## src/logic/modulo_timer_pkg.sv

```systemverilog
// What this block does
// - 8-bit up-counter runs free or wraps at a programmable modulo limit.
// - Overflow interrupt can be enabled or disabled by a control bit.
// - Writing one to status/control bit 5 resets the counter; reads zero.
// - Status/control bit 4 halts counting while set, counting while clear.
// - Prescaler source: bus clock, fixed clock rise, or pin rise or fall.
// - Prescaler divides by 1, 2, 4, 8, 16, 32, 64, 128 or 256.
// - Timer keeps counting in wait mode; its interrupt can wake the processor.
// - Timer is disabled in every stop mode and never wakes from stop.
// - Deep stop wake, or light stop left by reset, returns the reset state.
// - Light stop left by interrupt keeps state; counter resumes from its value.
// - Counting is suspended during active debug and resumes from that value.
// - Counter reset write or modulo write resets the counter.
// - Status/control: flag bit 7, enable bit 6, reset bit 5, halt bit 4.
// - Clock config: source select bits 5:4, prescale bits 3:0, 7:6 zero.
// - Counter register reads the present count.
// - Modulo register is read/write and holds the wrap limit.
package modulo_timer_pkg;

    // ----------------------------------------
    // Register map (byte addresses)
    // ----------------------------------------
    localparam logic [3:0] ADDR_STATUS_CONTROL = 4'h0;
    localparam logic [3:0] ADDR_CLOCK_CONFIG = 4'h4;
    localparam logic [3:0] ADDR_COUNT_VALUE = 4'h8;
    localparam logic [3:0] ADDR_MODULO_LIMIT = 4'hc;

    // ----------------------------------------
    // Field positions
    // ----------------------------------------
    localparam int OVERFLOW_FLAG_BIT = 7;
    localparam int OVERFLOW_IRQ_EN_BIT = 6;
    localparam int COUNTER_RESET_BIT = 5;
    localparam int COUNTER_HALT_BIT = 4;
    localparam int CLOCK_SOURCE_LSB = 4;
    localparam int CLOCK_SOURCE_MSB = 5;
    localparam int PRESCALE_LSB = 0;
    localparam int PRESCALE_MSB = 3;

    // ----------------------------------------
    // Reset values
    // ----------------------------------------
    localparam logic RESET_HALT = 1'h1;
    localparam logic RESET_IRQ_EN = 1'h0;
    localparam logic [1:0] RESET_CLOCK_SOURCE = 2'h0;
    localparam logic [3:0] RESET_PRESCALE = 4'h0;
    localparam logic [7:0] RESET_COUNT = 8'h00;
    localparam logic [7:0] RESET_WRAP_LIMIT = 8'h00;
    localparam logic [7:0] COUNT_MAX = 8'hff;

    // ----------------------------------------
    // Clock source encodings
    // ----------------------------------------
    localparam logic [1:0] SRC_BUS_CLOCK = 2'h0;
    localparam logic [1:0] SRC_FIXED_RISE = 2'h1;
    localparam logic [1:0] SRC_PIN_RISE = 2'h2;
    localparam logic [1:0] SRC_PIN_FALL = 2'h3;

    // Largest prescale code that divides; codes above it divide by 256
    localparam logic [3:0] PRESCALE_MAX = 4'h8;

endpackage : modulo_timer_pkg

```

## src/logic/timer_prescaler.sv

```systemverilog
module timer_prescaler
    import modulo_timer_pkg::*;
#(
    parameter int DIV_WIDTH = 8
) (
    input wire logic ref_clk_in,
    input wire logic resetn_in,
    input wire logic clear_in,
    input wire logic enable_in,
    input wire logic [1:0] clock_source_sel_in,
    input wire logic [3:0] prescale_sel_in,
    input wire logic fixed_freq_clock_in,
    input wire logic ext_timer_clock_pin_in,
    output logic tick_out
);

    // Refused at elaboration: the mask logic only serves an 8-bit divider
    if (DIV_WIDTH != 8) begin : g_width_check
        $error("timer_prescaler supports only an 8-bit divider");
    end

    logic fixed_prev;
    logic pin_prev;
    logic source_event;
    logic [DIV_WIDTH-1:0] div_count;
    logic [DIV_WIDTH-1:0] div_mask;

    // ----------------------------------------
    // Source edge selection
    // ----------------------------------------
    always_ff @(posedge ref_clk_in) begin
        if (!resetn_in) begin
            fixed_prev <= 1'b0;
            pin_prev <= 1'b0;
        end else begin
            fixed_prev <= fixed_freq_clock_in;
            pin_prev <= ext_timer_clock_pin_in;
        end
    end

    always_comb begin
        unique case (clock_source_sel_in)
            SRC_BUS_CLOCK: source_event = 1'b1;
            SRC_FIXED_RISE: source_event = fixed_freq_clock_in && !fixed_prev;
            SRC_PIN_RISE: source_event = ext_timer_clock_pin_in && !pin_prev;
            SRC_PIN_FALL: source_event = !ext_timer_clock_pin_in && pin_prev;
        endcase
    end

    // ----------------------------------------
    // Divider
    // ----------------------------------------
    // Mask of 2^n - 1; codes above eight saturate at divide by 256
    always_comb begin
        if (prescale_sel_in >= PRESCALE_MAX) begin
            div_mask = '1;
        end else begin
            div_mask = DIV_WIDTH'((9'h001 << prescale_sel_in) - 9'h001);
        end
    end

    always_ff @(posedge ref_clk_in) begin
        if (!resetn_in || clear_in) begin
            div_count <= '0;
            tick_out <= 1'b0;
        end else if (enable_in && source_event) begin
            if ((div_count & div_mask) == div_mask) begin
                div_count <= '0;
                tick_out <= 1'b1;
            end else begin
                div_count <= div_count + 1'b1;
                tick_out <= 1'b0;
            end
        end else begin
            tick_out <= 1'b0;
        end
    end

endmodule : timer_prescaler

```

## src/logic/modulo_timer.sv

```systemverilog
// Our own choices: the AHB-Lite slave port and the register offsets.
module modulo_timer
    import modulo_timer_pkg::*;
(
    input wire logic ref_clk_in,
    input wire logic resetn_in,
    // AHB-Lite slave
    input wire logic hsel_in,
    input wire logic [31:0] haddr_in,
    input wire logic [1:0] htrans_in,
    input wire logic hwrite_in,
    input wire logic [2:0] hsize_in,
    input wire logic [31:0] hwdata_in,
    input wire logic hready_in,
    output logic hreadyout_out,
    output logic hresp_out,
    output logic [31:0] hrdata_out,
    // Timer clock sources and power modes
    input wire logic fixed_freq_clock_in,
    input wire logic ext_timer_clock_pin_in,
    input wire logic stop_mode_in,
    input wire logic stop_reset_wake_in,
    input wire logic debug_active_in,
    output logic irq_out,
    output logic [7:0] count_value_out
);

    // ----------------------------------------
    // Declarations
    // ----------------------------------------
    logic overflow_flag;
    logic overflow_irq_en;
    logic counter_halt_ctl;
    logic [1:0] clock_source_sel;
    logic [3:0] prescale_sel;
    logic [7:0] count_value;
    logic [7:0] wrap_limit;
    logic clear_armed;
    logic soft_reset;
    logic wr_pending;
    logic [3:0] wr_addr;
    logic addr_phase;
    logic [3:0] bus_addr;
    logic wr_status;
    logic wr_clock;
    logic wr_modulo;
    logic counter_clear;
    logic count_enable;
    logic tick;
    logic wrap_now;
    logic next_flag_set;
    logic flag_clear;
    logic next_flag;
    logic next_irq_en;
    logic [7:0] wdata;

    // ----------------------------------------
    // Register read mux
    // ----------------------------------------
    function automatic logic [7:0] read_reg(input logic [3:0] addr);
        logic [7:0] value;
        value = 8'h00;
        unique case (addr)
            ADDR_STATUS_CONTROL: begin
                // Reset bit and low nibble read zero
                value[OVERFLOW_FLAG_BIT] = overflow_flag;
                value[OVERFLOW_IRQ_EN_BIT] = overflow_irq_en;
                value[COUNTER_RESET_BIT] = 1'b0;
                value[COUNTER_HALT_BIT] = counter_halt_ctl;
            end
            ADDR_CLOCK_CONFIG: begin
                value[CLOCK_SOURCE_MSB:CLOCK_SOURCE_LSB] = clock_source_sel;
                value[PRESCALE_MSB:PRESCALE_LSB] = prescale_sel;
            end
            ADDR_COUNT_VALUE: value = count_value;
            ADDR_MODULO_LIMIT: value = wrap_limit;
            default: value = 8'h00;
        endcase
        return value;
    endfunction : read_reg

    // ----------------------------------------
    // Bus slave
    // ----------------------------------------
    // Zero wait states: every access completes in its first data cycle
    assign addr_phase = hsel_in && htrans_in[1] && hready_in;
    assign bus_addr = {haddr_in[3:2], 2'b00};
    assign wdata = hwdata_in[7:0];
    assign wr_status = wr_pending && (wr_addr == ADDR_STATUS_CONTROL);
    assign wr_clock = wr_pending && (wr_addr == ADDR_CLOCK_CONFIG);
    assign wr_modulo = wr_pending && (wr_addr == ADDR_MODULO_LIMIT);

    always_ff @(posedge ref_clk_in) begin
        if (!resetn_in) begin
            hreadyout_out <= 1'b1;
            hresp_out <= 1'b0;
        end else begin
            hreadyout_out <= 1'b1;
            hresp_out <= 1'b0;
        end
    end

    // Unmapped addresses read zero and ignore writes
    always_ff @(posedge ref_clk_in) begin
        if (!resetn_in) begin
            wr_pending <= 1'b0;
            wr_addr <= 4'h0;
        end else begin
            wr_pending <= addr_phase && hwrite_in && (haddr_in[31:4] == 28'h0000000);
            wr_addr <= bus_addr;
        end
    end

    always_ff @(posedge ref_clk_in) begin
        if (!resetn_in) begin
            hrdata_out <= 32'h00000000;
        end else if (addr_phase && !hwrite_in && (haddr_in[31:4] == 28'h0000000)) begin
            hrdata_out <= {24'h000000, read_reg(bus_addr)};
        end else begin
            hrdata_out <= 32'h00000000;
        end
    end

    // ----------------------------------------
    // Control registers
    // ----------------------------------------
    // Wake from deep stop, or light stop left by reset, acts as a full reset
    assign soft_reset = !resetn_in || stop_reset_wake_in;

    always_ff @(posedge ref_clk_in) begin
        if (soft_reset) begin
            overflow_irq_en <= RESET_IRQ_EN;
            counter_halt_ctl <= RESET_HALT;
        end else if (wr_status) begin
            overflow_irq_en <= wdata[OVERFLOW_IRQ_EN_BIT];
            counter_halt_ctl <= wdata[COUNTER_HALT_BIT];
        end
    end

    always_ff @(posedge ref_clk_in) begin
        if (soft_reset) begin
            clock_source_sel <= RESET_CLOCK_SOURCE;
            prescale_sel <= RESET_PRESCALE;
        end else if (wr_clock) begin
            clock_source_sel <= wdata[CLOCK_SOURCE_MSB:CLOCK_SOURCE_LSB];
            prescale_sel <= wdata[PRESCALE_MSB:PRESCALE_LSB];
        end
    end

    always_ff @(posedge ref_clk_in) begin
        if (soft_reset) begin
            wrap_limit <= RESET_WRAP_LIMIT;
        end else if (wr_modulo) begin
            wrap_limit <= wdata;
        end
    end

    // ----------------------------------------
    // Prescaler and counter
    // ----------------------------------------
    // Stop and debug freeze the prescaler and counter but leave state intact for resume
    assign count_enable = !counter_halt_ctl && !stop_mode_in && !debug_active_in;
    assign counter_clear = (wr_status && wdata[COUNTER_RESET_BIT]) || wr_modulo;

    timer_prescaler #(
        .DIV_WIDTH(8)
    ) prescaler (
        .ref_clk_in(ref_clk_in),
        .resetn_in(!soft_reset),
        .clear_in(counter_clear),
        .enable_in(count_enable),
        .clock_source_sel_in(clock_source_sel),
        .prescale_sel_in(prescale_sel),
        .fixed_freq_clock_in(fixed_freq_clock_in),
        .ext_timer_clock_pin_in(ext_timer_clock_pin_in),
        .tick_out(tick)
    );

    // Tick is a cycle late, so gate it again to stop promptly on halt
    always_comb begin
        if (wrap_limit == 8'h00) begin
            wrap_now = (count_value == COUNT_MAX);
        end else begin
            wrap_now = (count_value == wrap_limit);
        end
    end

    assign next_flag_set = tick && count_enable && !counter_clear && wrap_now;
    assign flag_clear = wr_status && clear_armed && !wdata[OVERFLOW_FLAG_BIT];
    assign next_flag = next_flag_set || (overflow_flag && !flag_clear);
    assign next_irq_en = wr_status ? wdata[OVERFLOW_IRQ_EN_BIT] : overflow_irq_en;

    always_ff @(posedge ref_clk_in) begin
        if (soft_reset) begin
            count_value <= RESET_COUNT;
        end else if (counter_clear) begin
            count_value <= RESET_COUNT;
        end else if (tick && count_enable) begin
            if (wrap_now) begin
                count_value <= RESET_COUNT;
            end else begin
                count_value <= count_value + 8'h01;
            end
        end
    end

    // ----------------------------------------
    // Overflow flag and clear sequence
    // ----------------------------------------
    // A new overflow in the clearing cycle wins over the clear
    always_ff @(posedge ref_clk_in) begin
        if (soft_reset) begin
            overflow_flag <= 1'b0;
            clear_armed <= 1'b0;
        end else begin
            if (next_flag_set) begin
                overflow_flag <= 1'b1;
            end else if (flag_clear) begin
                overflow_flag <= 1'b0;
            end
            if (addr_phase && !hwrite_in && bus_addr == ADDR_STATUS_CONTROL
                    && haddr_in[31:4] == 28'h0000000 && overflow_flag) begin
                clear_armed <= 1'b1;
            end else if (wr_status) begin
                clear_armed <= 1'b0;
            end
        end
    end

    // ----------------------------------------
    // Outputs
    // ----------------------------------------
    // Request is independent of wait mode, so it can wake the processor
    always_ff @(posedge ref_clk_in) begin
        if (soft_reset) begin
            irq_out <= 1'b0;
            count_value_out <= RESET_COUNT;
        end else begin
            // Built from next values so the request drops with the flag clear
            irq_out <= next_flag && next_irq_en;
            count_value_out <= count_value;
        end
    end

endmodule : modulo_timer

```

## config.mk

```make
export PLATFORM = sky130hd
export DESIGN_NAME = modulo_timer
export DESIGN_NICKNAME = d
export VERILOG_FILES = /design/src/logic/modulo_timer_pkg.sv /design/src/logic/timer_prescaler.sv /design/src/logic/modulo_timer.sv
export SDC_FILE = /design/constraint.sdc
export NUM_CORES = 1
export LEC_CHECK = 0
export BUFFER_PORTS_ARGS = -buffer_cell sky130_fd_sc_hd__buf_2
export CAP_MARGIN = 25
export CORE_UTILIZATION = 44
export CTS_CLUSTER_DIAMETER = 50
export DETAILED_ROUTE_END_ITERATION = 10
export PLACE_DENSITY = 0.76
export SKIP_CTS_REPAIR_TIMING = 1
export SYNTH_ARGS = -nofsm -noshare
export SYNTH_HDL_FRONTEND = slang
export SYNTH_HIERARCHICAL = 1
export SYNTH_SLANG_ARGS = --single-unit
```

## constraint.sdc

```tcl
create_clock -name ref_clk_in -period 2.2 [get_ports ref_clk_in]
set_input_delay 0.22 -clock ref_clk_in [delete_from_list [all_inputs] [get_ports ref_clk_in]]
set_output_delay 0.22 -clock ref_clk_in [all_outputs]
set_load 0.01 [all_outputs]
```

* Yosys cells after proc, flatten, opt, wreduce, memory -nomap -nowiden
Cells that the tools add are included.
** Word-level totals
- Logic and storage cells :: 102
- Output and inout bits :: 43
- Register bits :: 83
- Bits of input ports :: 79
** Cells by class
- Bitwise logic cells :: 2
- Magnitude comparators :: 1
- Multiplexer cells :: 14
- Shift-type cells :: 1
- Reduce and logical (&&, ||, !) cells :: 51
- $add $sub $neg :: 3
- Eq/ne operators :: 11
** Operators by type and width (count)
- $logic_not A28 Y1 :: 1
- $logic_and A1 B1 Y1 :: 26
- $mux W8 :: 3
- $add A8 B1 Y8 const B :: 2
- $eq A8 B8 Y1 :: 2
- $pmux W4 S3 :: 1
- $logic_not A1 Y1 :: 11
- $and A8 B8 Y8 :: 1
- $eq A2 B2 Y1 const B :: 4
- $eq A8 B8 Y1 const B :: 1
- $logic_not A4 Y1 :: 2
- $logic_not A8 Y1 :: 1
- $pmux W2 S4 :: 1
- $shl A1 B4 Y8 const A :: 1
- $sub A8 B1 Y8 const B :: 1
- $mux W1 :: 7
- $pmux W2 S3 :: 1
- $eq A2 B1 Y1 const B :: 2
- $eq A4 B3 Y1 const B :: 1
- $eq A4 B4 Y1 const B :: 1
- $ge A4 B4 Y1 const B :: 1
- $logic_or A1 B1 Y1 :: 4
- $pmux W1 S4 :: 1
- $reduce_bool A2 Y1 :: 2
- 4 further kinds :: 5

* Longest topological paths before layout
- Depth in word-level cells :: 9
- Mapped depth :: 8
- Gate-level depth less buffers :: 7

* Hierarchy
Netlist, hierarchy kept.
** Modules (own cells, without submodules)
- modulo_timer :: area each 2257.2 µm², seq. area each 920.9 µm², cells each 255, times used 1
- timer_prescaler :: area each 699.4 µm², seq. area each 220.2 µm², cells each 77, times used 1

* Worst setup path after synthesis
OpenSTA, ideal clock, no wires.
- Kind :: register to register
- From :: register prescale_sel[3]
- To :: register prescaler.tick_out
- Setup slack :: -0.036 ns
- Path buffers :: 1
- Period minus slack after synthesis :: 2.236 ns
- Cell stages (with the launch flop) :: 8
- Data arrival time :: 2.175 ns
- Cell sequence :: dfxtp_1 > buf_6 > or4_4 > ha_1 > a211oi_1 > o32ai_1 > nor4_4 > and3b_1
** Between the ends
- Word-level cells in the longest chain between the ends :: 6
- Elaborated cells on any way between the ends :: 7
** RTL lines
- start, declared :: line modulo_timer.sv:35 : logic [3:0] prescale_sel;
- start signal, assigned :: line modulo_timer.sv:146 : prescale_sel <= wdata[PRESCALE_MSB:PRESCALE_LSB];
- $shl A1 B4 Y8 :: line timer_prescaler.sv:58 : div_mask = DIV_WIDTH'((9'h001 << prescale_sel_in) - 9'h001);
- $sub A8 B1 Y8 :: line timer_prescaler.sv:58
- $mux W8 (*) :: line timer_prescaler.sv:55 : if (prescale_sel_in >= PRESCALE_MAX) begin
- $and A8 B8 Y8 :: line timer_prescaler.sv:67 : if ((div_count & div_mask) == div_mask) begin
- $eq A8 B8 Y1 (*) :: line timer_prescaler.sv:67
- $mux W1 (*) :: line timer_prescaler.sv:67
- end signal, assigned :: line timer_prescaler.sv:65 : tick_out <= 1'b0;
- end signal, assigned :: line timer_prescaler.sv:69 : tick_out <= 1'b1;
- end signal, assigned :: line timer_prescaler.sv:72 : tick_out <= 1'b0;
- end, declared :: line timer_prescaler.sv:14 : output logic tick_out
Mark *: on every way between the ends. The rest lies on a longest branch, timed or not.
A chain may end at the register's enable or synchronous reset.

* Worst setup path after layout
- From :: register prescale_sel[2]
- To :: register prescaler.div_count[4]
** Between the ends
- Word-level cells in the longest chain between the ends :: 6
- Elaborated cells on any way between the ends :: 7
** RTL lines
- $shl A1 B4 Y8 :: line timer_prescaler.sv:58
- $sub A8 B1 Y8 :: line timer_prescaler.sv:58
- $mux W8 (*) :: line timer_prescaler.sv:55
- $and A8 B8 Y8 :: line timer_prescaler.sv:67
- $eq A8 B8 Y1 (*) :: line timer_prescaler.sv:67
- $mux W8 (*) :: line timer_prescaler.sv:67
- end signal, assigned :: line timer_prescaler.sv:71 : div_count <= div_count + 1'b1;
- end, declared :: line timer_prescaler.sv:25 : logic [DIV_WIDTH-1:0] div_count;
Marks and branches as above.

==> flow_metrics.py <==
metrics = {
    "setup_path": {
        "r2r_start": "prescale_sel[2]",
        "critPathMaxFanout": 5,
        "crit_chain": "or4_4 > ha_4 > a211oi_1 > o32ai_2 > buf_4 > nor4_4 > buf_4 > nor3_1",
        "crit_family": "simple AND/OR/NAND/NOR gates",
        "rrSetupSlack_ns": 0.0002,
        "start_kind": "flop",
        "worst_setup_path_end_kind": "flop",
        "cpPeakStageDelay_ns": 0.57,
        "worstPathRequired_ns": 2.41,
        "path_class": "reg2reg",
        "path_buf_inv": 2,
        "cp_slowest_cell": "or4_4",
        "cp.arrival_ns": 2.41,
        "cpMostUsedCell": "buf_4",
        "r2r_cells": 8,
        "crit_cells": 8,
        "r2r-end": "prescaler/div_count[4]",
    },
    "clock_tree": {
        "clk_pin_slew_worst_paths_ns": 0.06,
        "clockBufferDepth": 2,
        "clock-sinks": 57,
        "clkLatencyLatePin_ns": 0.34,
        "cts-root-buf": "clkbuf_8",
        "cts_made_buffers": 9,
        "cts_tree": "built",
        "cts_max_level": 3,
    },
    "timing": {
        "fin_ws_ns": 0.000208,
        "finalHoldViolations": 0,
        "setup_viol": 0,
        "maxSlewViolCount": 0,
        "worst_hold_slack_ns": 0.105,
        "skew_ns": 0.00482,
        "fin_crit_ns": 2.20,
        "timing.final.crit_share": 1.00,
        "finalSetupTns_ns": 0,
        "fmax_mhz": 455,
    },
    "detailed_routing": {
        "dr.pass1.iters": 7,
        "drtIter0Drc": 136,
        "ant_nets": 0,
        "drc": 3,
        "routed_wl_mm": 6.76,
        "vias_per_cell": 5.28,
        "vias": 2575,
        "post_drt_wl_per_cell_um": 13.9,
    },
    "yosys": {
        "syn_area_um2": 2960,
        "synth_top_area_frac": 0.386,
        "async_flop_share": 0,
        "ys_seq_area_frac": 0.386,
        "avgSynthCellArea_um2": 8.91,
        "synth_edf_count": 0,
        "yosys_warnings": 6,
        "syn_inst": 332,
        "yosys.cell_types.count": 56,
        "synth_top_flop_cell": "dfxtp_1",
        "ys_ff_latch": 57,
        "yosysTopAreaCell": "dfxtp_1",
        "synthTopCellsByArea": "dfxtp_1, buf_4, nand2_1, mux2i_1, nor3_1",
    },
    "power_and_ir_drop": {
        "p_leak_nw": 1.52,
        "pwr-share-clk": 0.436,
        "p_int_mw": 1.57,
        "sw_frac_of_total": 0.229,
        "power_density_nw_per_um2": 576,
        "p_switching_mw": 0.466,
        "pwr-share-seq": 0.510,
        "ir_drop_uv": 245,
        "combPwrFrac": 0.054,
    },
    "global_routing": {
        "antenna_found_initial": 0,
        "grt_pass1_vias": 2380,
        "grt_first_pass_wirelength_mm": 10.7,
        "grt_usage": 0.192,
        "grt_max_degree": 18,
        "grt-ovfl-total": 0,
    },
    "place": {
        "gp_congestion": 0.922,
        "port-buffer-count": 65,
        "dp_hpwl_mm": 4.83,
        "dp_cells": 473,
        "post-place-ws_ns": 0.0125,
    },
    "status": {
        "status": "finished with violations",
        "violations": "DRC",
    },
    "layout": {
        "stdcell_count": 488,
        "final_common_cell": "buf_2",
        "n_antenna_cell": 0,
        "final.fill_count": 582,
        "layout_common_cells": "buf_2, dfxtp_1, nand2_1, conb_1, nor2_1",
        "areaGrowthSynthToFinish_pct": 19.4,
        "final_util": 0.550,
        "nets": 489,
        "final_layout_size_suffix_gt1_frac": 0.294,
    },
    "hold_path": {
        "holdCritStartpoint": "fixed_freq_clock_in",
        "min_path_type": "in2reg",
        "hold_path_end": "prescaler/fixed_prev",
        "holdPathStages": 2,
    },
    "floorplanning": {
        "die_area_um2": 7050,
        "die_y_um": 84.0,
        "die_w_um": 84.0,
        "start_util": 0.460,
        "core_area_um2": 6420,
        "num_io_pins": 122,
        "num_rows": 29,
    },
    "flow_run": {
        "cap_violations": 0,
    },
}
cells in the mapped netlist, drive strengths merged, types with 3 or more instances:
library cell	count
a211oi	4
a21oi	18
a22oi	9
and2	14
and3	7
buf	30
clkbuf	8
dfxtp	57
ha	3
inv	8
mux2	7
mux2i	10
nand2	29
nand2b	6
nand3	4
nand3b	3
nand4	7
nor2	24
nor2b	3
nor3	18
nor4	9
o211ai	4
o21ai	5
o22ai	3
or4	3
xnor2	5
xor2	10
flip-flops by register name, indices dropped and copies added (netlist names):
signal	flops
wr_pending	1
clock_source_sel	2
irq_out	1
clear_armed	1
prescaler/pin_prev	1
overflow_flag	1
hrdata_out	8
wrap_limit	8
prescaler/fixed_prev	1
wr_addr	2
counter_halt_ctl	1
count_value_out	8
overflow_irq_en	1
prescale_sel	4
prescaler/div_count	8
count_value	8
prescaler/tick_out	1
metrics by stage:
step	instance area, um^2	total power, mW
after floorplan	3050	1.15
after global placement	3310	1.17
after detailed placement	3310	1.17
after CTS	3490	2.04
after global routing	3530	2.10
final	3530	2.03
final cells by class:
class                   count  area [um^2]  share of cell area
multi-input cells         253         1660               0.470
flip-flops and latches     57         1140               0.323
repair buffers             78          423               0.120
clock buffers              12          165              0.0468
well taps                  77         96.3              0.0273
inverters                   8         30.0             0.00850
clock inverters             3         15.0             0.00425
routing by layer:
layer | track usage | vias to the layer above | wire length, um
li1 | - | 1275 | -
met1 | 0.227 | 1208 | 2990
met2 | 0.337 | 81 | 3340
met3 | 0.0425 | 11 | 298
met4 | 0.0752 | 0 | 131
met5 | 0 | - | 0
power groups by stage:
stage	Sequential [mW]	Combinational, mW	Clock, mW
floorplan	1.06	0.0870	0
global placement	1.06	0.107	0
detailed placement	1.06	0.108	0
CTS	1.04	0.109	0.894
global route	1.04	0.120	0.943
finish	1.04	0.110	0.885
how the worst max path moves through the flow:
stage	from	endpoint
after floorplan	prescale_sel[3]	prescaler/tick_out
after global placement	prescale_sel[3]	prescaler/tick_out
after detailed placement	prescale_sel[3]	prescaler/div_count[5]
after CTS	prescale_sel[3]	prescaler/tick_out
after global routing	prescale_sel[2]	prescaler/div_count[4]
final	prescale_sel[2]	prescaler/div_count[4]
cells by family after synthesis:
| kind of cell | Yosys count | synth area share |
|---|---|---|
| adders and majority gates | 3 | 0.0127 |
| muxes | 18 | 0.0681 |
| other | 2 | 0.00254 |
| DFF | 57 | 0.386 |
| AOI/OAI and AO/OA | 51 | 0.119 |
| xor gates and xnor gates | 15 | 0.0444 |
| and+or+nand+nor | 140 | 0.271 |
| buffers and inverters | 46 | 0.0965 |
worst register-to-register path, delay by kind of cell, from the launching register on:
family / cells / cell delay, ns
AOI/OAI and AO/OA: 2 / 0.46
adders and majority gates: 1 / 0.20
DFF: 1 / 0.31
and+or+nand+nor: 3 / 0.77
buffers and inverters: 2 / 0.35
Power figures use the tool's default switching activity.
